$ cat src/abu_cfg.svh
// Constants for the address breakpoint unit: register offsets, bit positions, reset values.
// Assumes inclusion by bare name from the package and both ends.
`ifndef ABU_CFG_SVH
`define ABU_CFG_SVH

// Device register index on the CPU-side register port
`define ABU_OFF_SCR        3'h0
`define ABU_OFF_ADRH       3'h1
`define ABU_OFF_ADRL       3'h2
`define ABU_OFF_WSTAT      3'h3
`define ABU_OFF_FCTL       3'h4
// Bit positions
`define ABU_BIT_ENABLE     7
`define ABU_BIT_ACTIVE     6
`define ABU_BIT_WAITEXIT   1
`define ABU_BIT_CLRENA     7
// Reset values
`define ABU_RST_BYTE       8'h00
// Break vectors
`define ABU_VEC_NORMAL     16'hFFFC
`define ABU_VEC_MONITOR    16'hFEFC
// Controller register offsets on its software port
`define ABU_COFF_CTRL      2'h0
`define ABU_COFF_STAT      2'h1
`define ABU_COFF_MASK      2'h2
`define ABU_COFF_PC        2'h3
// Controller status/control bits
`define ABU_CBIT_TAKEN     0
`define ABU_CBIT_RET       1
`define ABU_CBIT_MONITOR   2

`endif

$ cat src/abu_pkg.sv
// Types shared by both ends of the address breakpoint unit.
// Assumes abu_cfg.svh is on the include path.
`include "abu_cfg.svh"
package abu_pkg;
	typedef logic [7:0]  abu_byte_type;
	typedef logic [15:0] abu_addr_type;
	typedef logic [2:0]  abu_reg_type;
endpackage
$ cat src/abu_if.sv
// Link between the breakpoint unit and the CPU / system integration side.
// Assumes both ends share sys_clk_i; no tristate pins are involved.
`timescale 1ns/1ps
interface abu_if;
	logic                  fetch_valid;   // CPU fetch cycle of an opcode or operand
	abu_pkg::abu_addr_type fetch_addr;    // Program-counter address
	logic                  opcode_cycle;  // Fetch is of an opcode byte
	logic                  in_wait;       // CPU is in wait mode
	logic                  break_state;   // Break routine is running
	logic                  test_voltage;  // Test high voltage on reset pin
	logic                  reg_wr;
	logic                  reg_rd;
	abu_pkg::abu_reg_type  reg_addr;
	abu_pkg::abu_byte_type reg_wdata;
	abu_pkg::abu_byte_type reg_rdata;
	logic                  break_req;     // Request to take a break
	logic                  timer_stop;    // Halts both timer counters
	logic                  watchdog_off;  // Disables the watchdog
	logic                  flag_clear_en; // Peripheral flags may be cleared
	logic                  wait_exit_set; // Wait was left by a break

	modport device (
		input  fetch_valid, fetch_addr, opcode_cycle, in_wait, break_state, test_voltage,
		input  reg_wr, reg_rd, reg_addr, reg_wdata, wait_exit_set,
		output reg_rdata, break_req, timer_stop, watchdog_off, flag_clear_en
	);
	modport host (
		output fetch_valid, fetch_addr, opcode_cycle, in_wait, break_state, test_voltage,
		output reg_wr, reg_rd, reg_addr, reg_wdata, wait_exit_set,
		input  reg_rdata, break_req, timer_stop, watchdog_off, flag_clear_en
	);
endinterface

$ cat src/abu_device.sv
// Address breakpoint unit: breakpoint registers, comparator, break request and break-state controls.
// Assumes the CPU side presents a fetch each cycle with fetch_valid and takes the request at an
// instruction boundary; registers are reached only through the link's own register port.
// A match or a forced break shows on break_req one clock later and holds until the break
// state is seen. Opcode and operand fetches are treated alike here; the CPU side decides
// when the request is taken, which is what separates the two break timings.
`timescale 1ns/1ps
`include "abu_cfg.svh"
module abu_device (
	// Clock, reset, enable
	input  wire logic sys_clk_i,
	input  wire logic rst_b_i,
	input  wire logic clk_en_i,
	// Strap
	input  wire logic emulation_mode_i,
	// Link
	abu_if.device     lnk
);
	// Breakpoint address bytes
	abu_pkg::abu_byte_type adr_h_q;
	abu_pkg::abu_byte_type adr_h_d;
	abu_pkg::abu_byte_type adr_l_q;
	abu_pkg::abu_byte_type adr_l_d;
	// Control and status bits
	logic                  enable_q;
	logic                  enable_d;
	logic                  active_q;
	logic                  active_d;
	logic                  armed_q;
	logic                  armed_d;
	logic                  wexit_q;
	logic                  wexit_d;
	logic                  clrena_q;
	logic                  clrena_d;
	// Registered link outputs
	logic                  req_q;
	logic                  req_d;
	logic                  stop_q;
	logic                  wdog_q;
	logic                  fce_q;
	abu_pkg::abu_byte_type rdata_q;
	abu_pkg::abu_byte_type rdata_d;
	// One equality bit per address bit
	logic [15:0]           bit_eq;

	// Register decode
	function automatic logic hit(input abu_pkg::abu_reg_type a, input abu_pkg::abu_reg_type off);
		hit = (a == off);
	endfunction

	wire logic wr_scr  = lnk.reg_wr && hit(lnk.reg_addr, `ABU_OFF_SCR);
	wire logic wr_h    = lnk.reg_wr && hit(lnk.reg_addr, `ABU_OFF_ADRH);
	wire logic wr_l    = lnk.reg_wr && hit(lnk.reg_addr, `ABU_OFF_ADRL);
	wire logic wr_ws   = lnk.reg_wr && hit(lnk.reg_addr, `ABU_OFF_WSTAT);
	wire logic wr_fc   = lnk.reg_wr && hit(lnk.reg_addr, `ABU_OFF_FCTL);

	// Per-bit comparison against the stored breakpoint; a disabled unit still compares,
	// only the match term below is gated
	wire abu_pkg::abu_addr_type bp_addr = {adr_h_q, adr_l_q};
	for (genvar b = 0; b < 16; b++) begin : g_bit_eq
		assign bit_eq[b] = (lnk.fetch_addr[b] == bp_addr[b]);
	end
	// Comparator runs on every fetch, also in wait, so a match can wake the CPU
	wire logic addr_eq = lnk.fetch_valid && (&bit_eq);
	// Armed is dropped by the first address match; only a write to either address byte re-arms, so a cleared
	// active bit with an unchanged address cannot retrigger
	wire logic match   = enable_q && armed_q && addr_eq;
	wire logic sw_force = wr_scr && lnk.reg_wdata[`ABU_BIT_ACTIVE];

	// Enable gates address matches only; a forced break does not need it
	assign enable_d = wr_scr ? lnk.reg_wdata[`ABU_BIT_ENABLE] : enable_q;
	// Hardware set wins over a software clear in the same cycle
	assign active_d = match || sw_force ? 1'b1 :
	                  (wr_scr ? lnk.reg_wdata[`ABU_BIT_ACTIVE] : active_q);
	// Either address byte re-arms, so a routine that moves the breakpoint gets repeated breaks
	assign armed_d  = (wr_h || wr_l) ? 1'b1 : (match ? 1'b0 : armed_q);
	// Each address byte loads whole from its own index
	assign adr_h_d  = wr_h ? lnk.reg_wdata : adr_h_q;
	assign adr_l_d  = wr_l ? lnk.reg_wdata : adr_l_q;
	// Flag only meaningful in emulation; set wins over a zero write
	assign wexit_d  = !emulation_mode_i ? 1'b0 :
	                  lnk.wait_exit_set ? 1'b1 :
	                  (wr_ws && !lnk.reg_wdata[`ABU_BIT_WAITEXIT]) ? 1'b0 : wexit_q;
	// Only consulted while the break state holds; outside it clears are always allowed
	assign clrena_d = wr_fc ? lnk.reg_wdata[`ABU_BIT_CLRENA] : clrena_q;
	// Request held from match until the CPU enters the break state
	assign req_d    = (match || sw_force) ? 1'b1 : (lnk.break_state ? 1'b0 : req_q);

	// Read mux
	always_comb begin
		rdata_d = `ABU_RST_BYTE;
		case (lnk.reg_addr)
			`ABU_OFF_SCR:   rdata_d = {enable_q, active_q, 6'h00};
			`ABU_OFF_ADRH:  rdata_d = adr_h_q;
			`ABU_OFF_ADRL:  rdata_d = adr_l_q;
			`ABU_OFF_WSTAT: rdata_d = {6'h00, wexit_q, 1'b0};
			`ABU_OFF_FCTL:  rdata_d = {clrena_q, 7'h00};
			default:        rdata_d = `ABU_RST_BYTE;
		endcase
	end

	// Breakpoint address bytes; reset clears both, so the address after reset is zero
	always_ff @(posedge sys_clk_i) begin
		if (!rst_b_i) begin
			adr_h_q <= `ABU_RST_BYTE;
			adr_l_q <= `ABU_RST_BYTE;
		end else if (clk_en_i) begin
			adr_h_q <= adr_h_d;
			adr_l_q <= adr_l_d;
		end
	end

	// Enable, active and armed bits; armed resets high so the first match after reset breaks
	always_ff @(posedge sys_clk_i) begin
		if (!rst_b_i) begin
			enable_q <= 1'b0;
			active_q <= 1'b0;
			armed_q  <= 1'b1;
		end else if (clk_en_i) begin
			enable_q <= enable_d;
			active_q <= active_d;
			armed_q  <= armed_d;
		end
	end

	// Wait-exit flag and flag-clear enable
	always_ff @(posedge sys_clk_i) begin
		if (!rst_b_i) begin
			wexit_q  <= 1'b0;
			clrena_q <= 1'b0;
		end else if (clk_en_i) begin
			wexit_q  <= wexit_d;
			clrena_q <= clrena_d;
		end
	end

	// Break request, held until the CPU side reports the break state
	always_ff @(posedge sys_clk_i) begin
		if (!rst_b_i) begin
			req_q <= 1'b0;
		end else if (clk_en_i) begin
			req_q <= req_d;
		end
	end

	// Read data stands for one cycle after a read strobe and is zero otherwise
	always_ff @(posedge sys_clk_i) begin
		if (!rst_b_i) begin
			rdata_q <= `ABU_RST_BYTE;
		end else if (clk_en_i) begin
			rdata_q <= lnk.reg_rd ? rdata_d : `ABU_RST_BYTE;
		end
	end

	// Timer stop follows the break state one clock late, like every link output
	always_ff @(posedge sys_clk_i) begin
		if (!rst_b_i) begin
			stop_q <= 1'b0;
		end else if (clk_en_i) begin
			stop_q <= lnk.break_state;
		end
	end

	// Watchdog disable needs both the break state and the test voltage
	always_ff @(posedge sys_clk_i) begin
		if (!rst_b_i) begin
			wdog_q <= 1'b0;
		end else if (clk_en_i) begin
			wdog_q <= lnk.break_state && lnk.test_voltage;
		end
	end

	// Peripheral flags may be cleared freely outside a break; inside one only when enabled.
	// Reads zero during reset, so no clear can slip through before the first clock.
	always_ff @(posedge sys_clk_i) begin
		if (!rst_b_i) begin
			fce_q <= 1'b0;
		end else if (clk_en_i) begin
			fce_q <= !lnk.break_state || clrena_q;
		end
	end

	// Link outputs, each straight from a flop
	assign lnk.break_req     = req_q;
	assign lnk.reg_rdata     = rdata_q;
	assign lnk.timer_stop    = stop_q;
	assign lnk.watchdog_off  = wdog_q;
	assign lnk.flag_clear_en = fce_q;
endmodule // abu_device

$ cat src/flat_wrapper.sv
// flat-port wrapper written by rule: the top's interface ports become plain ports
module abu_device_flat 
  (sys_clk_i, rst_b_i, clk_en_i, emulation_mode_i, lnk_fetch_valid, lnk_fetch_addr, lnk_opcode_cycle, lnk_in_wait, lnk_break_state, lnk_test_voltage, lnk_reg_wr, lnk_reg_rd, lnk_reg_addr, lnk_reg_wdata, lnk_wait_exit_set, lnk_reg_rdata, lnk_break_req, lnk_timer_stop, lnk_watchdog_off, lnk_flag_clear_en);
  abu_if lnk_i ();
  input  wire logic sys_clk_i;
  input  wire logic rst_b_i;
  input  wire logic clk_en_i;
  input  wire logic emulation_mode_i;
  input wire logic [$bits(lnk_i.fetch_valid)-1:0] lnk_fetch_valid;
  input wire logic [$bits(lnk_i.fetch_addr)-1:0] lnk_fetch_addr;
  input wire logic [$bits(lnk_i.opcode_cycle)-1:0] lnk_opcode_cycle;
  input wire logic [$bits(lnk_i.in_wait)-1:0] lnk_in_wait;
  input wire logic [$bits(lnk_i.break_state)-1:0] lnk_break_state;
  input wire logic [$bits(lnk_i.test_voltage)-1:0] lnk_test_voltage;
  input wire logic [$bits(lnk_i.reg_wr)-1:0] lnk_reg_wr;
  input wire logic [$bits(lnk_i.reg_rd)-1:0] lnk_reg_rd;
  input wire logic [$bits(lnk_i.reg_addr)-1:0] lnk_reg_addr;
  input wire logic [$bits(lnk_i.reg_wdata)-1:0] lnk_reg_wdata;
  input wire logic [$bits(lnk_i.wait_exit_set)-1:0] lnk_wait_exit_set;
  output wire logic [$bits(lnk_i.reg_rdata)-1:0] lnk_reg_rdata;
  output wire logic [$bits(lnk_i.break_req)-1:0] lnk_break_req;
  output wire logic [$bits(lnk_i.timer_stop)-1:0] lnk_timer_stop;
  output wire logic [$bits(lnk_i.watchdog_off)-1:0] lnk_watchdog_off;
  output wire logic [$bits(lnk_i.flag_clear_en)-1:0] lnk_flag_clear_en;
  assign lnk_i.fetch_valid = lnk_fetch_valid;
  assign lnk_i.fetch_addr = lnk_fetch_addr;
  assign lnk_i.opcode_cycle = lnk_opcode_cycle;
  assign lnk_i.in_wait = lnk_in_wait;
  assign lnk_i.break_state = lnk_break_state;
  assign lnk_i.test_voltage = lnk_test_voltage;
  assign lnk_i.reg_wr = lnk_reg_wr;
  assign lnk_i.reg_rd = lnk_reg_rd;
  assign lnk_i.reg_addr = lnk_reg_addr;
  assign lnk_i.reg_wdata = lnk_reg_wdata;
  assign lnk_i.wait_exit_set = lnk_wait_exit_set;
  assign lnk_reg_rdata = lnk_i.reg_rdata;
  assign lnk_break_req = lnk_i.break_req;
  assign lnk_timer_stop = lnk_i.timer_stop;
  assign lnk_watchdog_off = lnk_i.watchdog_off;
  assign lnk_flag_clear_en = lnk_i.flag_clear_en;
  abu_device u_core (.sys_clk_i(sys_clk_i), .rst_b_i(rst_b_i), .clk_en_i(clk_en_i), .emulation_mode_i(emulation_mode_i), .lnk(lnk_i));
endmodule
$ cat config.mk
export PLATFORM = sky130hd
export DESIGN_NAME = abu_device_flat
export DESIGN_NICKNAME = d
export VERILOG_FILES = /design/src/abu_pkg.sv /design/src/abu_if.sv /design/src/abu_device.sv /design/src/flat_wrapper.sv
export VERILOG_INCLUDE_DIRS = /design/src /design/src/src
export SDC_FILE = /design/constraint.sdc
export NUM_CORES = 1
export LEC_CHECK = 0
export ABC_AREA = 1
export BUFFER_PORTS_ARGS = -buffer_cell sky130_fd_sc_hd__buf_2
export CAP_MARGIN = 20
export CORE_MARGIN = 3
export CORE_UTILIZATION = 40
export DETAILED_ROUTE_END_ITERATION = 8
export MAX_ROUTING_LAYER = met4
export RECOVER_POWER = 25
export SYNTH_ARGS = -nofsm -noshare
export SYNTH_HDL_FRONTEND = slang
export SYNTH_SLANG_ARGS = --single-unit
$ cat constraint.sdc
create_clock -name sys_clk_i -period 1.95 [get_ports sys_clk_i]
set_clock_uncertainty 0.2 [all_clocks]
set_input_delay 0.195 -clock sys_clk_i [delete_from_list [all_inputs] [get_ports sys_clk_i]]
set_output_delay 0.195 -clock sys_clk_i [all_outputs]
set_load 0.02 [all_outputs]
==> summary.md <==
| Metric | Value |
|---|---|
| Failing checks | `hold timing` |
| End of the critical path | `u_core.armed_q` |
| Top FF cell, synth | `dfxtp_1` |
| Unrepaired setup endpoints after global routing | `false` |
| Final WS setup | `around 0.47 ns` |
| RR Startpoint | `u_core.adr_l_q[7]` |
| First DRT Iteration DRCs | `between 70 and 80` |
| Setup tns final | `0 ns` |
| DRC | `0` |
| M2 GR Usage | `27.7%` |
| Area after DPL | `1930 um2` |
| Worst-path fanout max | `4` |
| Root buf cell | `clkbuf_8` |
| First-pass GRT wire length | `roughly 7 mm` |
| Post-synth cell types | `27` |
| Final setup vio count | `0` |
| Layout overhead on the synthesized area | `25.5%` |
| Die X | `about 70 um` |
| GRT Util Overall | `a little under a fifth` |
| Worst Setup SP | `u_core.adr_l_q[7]` |
| Syn Area/Cell | `around 6.7 um2` |
| Post-Syn Instances | `approximately 250` |
| Slew HR | `between 60% and 70%` |
| Syn Nets | `roughly 290` |
| Post-route clock period utilization | `75.9%` |
| Asr flop ratio synth | `0%` |
| Finished layout cell area | `about 2100 um2` |
| Pleak | `approximately 0.92 nW` |
| Synth warnings | `0` |
| Final #Nets | `approximately 340` |
| Fmax | `about 680 MHz` |
| Antenna violations before repair | `0` |
| Vias per Instance | `around 4.7` |
| Outcome | `finished, violations left` |
| Power, Total | `1.39 mW` |
| Pin count of the biggest net entering global routing | `21` |
| Hold Path Cell Cnt | `3` |
| Die area | `a little under 5000 um2` |
| Largest cells by area after synthesis | `dfxtp_1 (40%), nand2_1 (16%), a21oi_1 (8.2%), inv_1 (7.7%), nor2_1 (6.4%)` |
| DRT Pass-1 Iters | `4` |
| Worst-Margin Slew | `0.527 ns` |
| Post-CTS Repair Setup Buffers | `0` |
| TritonCTS Buffers | `5` |
| RR Endpoint | `u_core.armed_q` |
| PortBufs | `48` |
| Startpoint types | `flop` |
| Gr ovfl total | `0` |
| Synth cell count leaders | `nand2_1 (69), inv_1 (34), dfxtp_1 (33)` |
| Reg2reg setup slack | `0.47 ns` |
| Setup CP Type | `flop to flop` |
| Routability congestion estimate from global placement | `approximately 0.85` |
| Crit end category | `flop` |
| Num ports | `51` |
| Pwr Density | `about 670 nW/um2` |
| CTS tree | `yes` |
| Yosys top cell by area | `dfxtp_1` |
| Slew Limit Fails | `0` |
| Layout cells sized above 1 | `17.7%` |
| CTS Sinks | `33` |
| Clk pin slew, worst setup/hold paths | `about 0.070 ns` |
| Worst skew pair latency | `approximately 0.28 ns` |
| Via Count | `1,657` |
| WL final | `roughly 4.3 mm` |
| Synth Register Bits | `33` |
| WP data arrival | `roughly 1.5 ns` |
| Clock tree buffer depth | `2` |
| Cell with the most instances after synthesis | `nand2_1` |
| Layout Cells excl Fill | `353` |
| Final Hold Fails | `1` |
| Synth Cell Area | `roughly 1600 um2` |
| Vias in the first global route | `roughly 1,500` |
| Hold Path Class | `input pin to flop` |
| Met1 GRT Util | `a little under a quarter` |
| DRT antenna net count | `0` |
| Critical Path RT | `1.93 ns` |
| Core area | `roughly 3800 um2` |
| Register area share after synthesis | `40.1%` |
| Peak VDD IR | `around 370 uV` |
| Wire per inst | `12.1 um` |
| H-tree levels | `2` |
| Diodes inserted | `0` |
| Dpl cells | `~340` |
| Reported max-cap violation count | `0` |
| Fin crit period | `1.48 ns` |
| Dpl ws | `roughly 0.35 ns` |
| Met3 Resource Use GR | `between 4 and 5%` |
| Post-synth top area share | `around two fifths` |
| EDFF count, synth | `0` |
| Final HPWL DP | `~3.3 mm` |
| Cells on worst reg2reg path | `9` |
| Die height | `around 70 um` |
| Initial Utilization | `a little over two fifths` |
| # rows | `22` |
| GRT Max-Usage Layer | `met2` |
| Smallest hold slack | `-0.00331 ns` |
## worst min path at each step
stage / from / to / slack, ns
floorplan: lnk_reg_wdata[7] / u_core.enable_q / 0.13
global placement: u_core.armed_q / u_core.armed_q / 0.23
detailed placement: u_core.armed_q / u_core.armed_q / 0.24
CTS: lnk_reg_wdata[5] / u_core.adr_l_q[5] / 0.002
global route: lnk_reg_wdata[5] / u_core.adr_h_q[5] / 0.02
finish: lnk_reg_wdata[5] / u_core.adr_l_q[5] / -0.003
## what timing repair did
action	CTS	global route
endpoints found under the setup margin	0	0
hold buffers	7	0
endpoints found under the hold margin	8	0
resized for setup	0	0
## placed cells by master (no fill, tap or decap), types with 2 or more instances in the layout
cell           synthesis  routed
xnor2_1                4       4
nor3_1                 3       3
nor2_1                28      28
nor2_4                 2       2
dfxtp_1               33      33
o22ai_1                3       3
o21ai_0               19      19
nand3_1                3       3
a21oi_1               27      27
buf_4                  0       2
nand2_1               69      69
clkbuf_1               3      12
inv_1                 34      34
o21ai_1                2       2
dlygate4sd3_1          0       7
inv_2                  3       3
buf_2                  0      37
clkbuf_8               0       6
## flip-flops by register name (all words and copies together) (netlist names)
signal / flops
u_core.clrena_q: 1
u_core.wexit_q: 1
u_core.armed_q: 1
u_core.lnk.reg_rdata: 8
u_core.lnk.timer_stop: 1
u_core.lnk.watchdog_off: 1
u_core.lnk.flag_clear_en: 1
u_core.active_q: 1
u_core.lnk.break_req: 1
u_core.adr_l_q: 8
u_core.enable_q: 1
u_core.adr_h_q: 8
## metrics by stage
stage | hold slack [ns] | utilization [%]
global placement | 0.234 | 50.3
global route | 0.0210 | 54.1
CTS | 0.00152 | 54.4
detailed placement | 0.245 | 50.3
floorplan | 0.130 | -
finish | -0.00331 | 54.1
## worst max-delay path: stages (launching register included)
cell and delay (ns):
dfxtp_1 0.38, nand2_1 0.07, inv_1 0.05, nor2_1 0.03
nor2_1 0.09, nand2_1 0.06, nor2_1 0.18, nand4_1 0.18
nand2_1 0.09, nand2_1 0.04
## per-layer routing
layer	part of all wire (%)	up-vias	wire length, um
met4	1.3	0	55
met2	45	46	1930
met1	48	711	2050
met5	0	-	0
li1	-	895	-
met3	5.7	5	245
## cells by family after synthesis
family,count (synthesis),share of synthesized area (%)
xor gates and xnor gates,5,2.66
AOI/OAI and AO/OA,58,19.3
buffers and inverters,43,10.7
DFF,33,40.1
and+or+nand+nor,108,27.3
## where the power goes
group          total [mW]  internal, mW  switching [mW]
Combinational       0.171        0.0717          0.0988
Clock               0.521         0.280           0.241
Sequential          0.696         0.688         0.00843
## cell type report
type                       count  area (um2)
clock buffer                   7        86.3
timing repair buffer          57         312
multi-input combinational    171         811
tap                           48        60.1
fill                         415        1760
sequential                    33         661
inverter                      37         139
(Power assumes the default switching activity.)
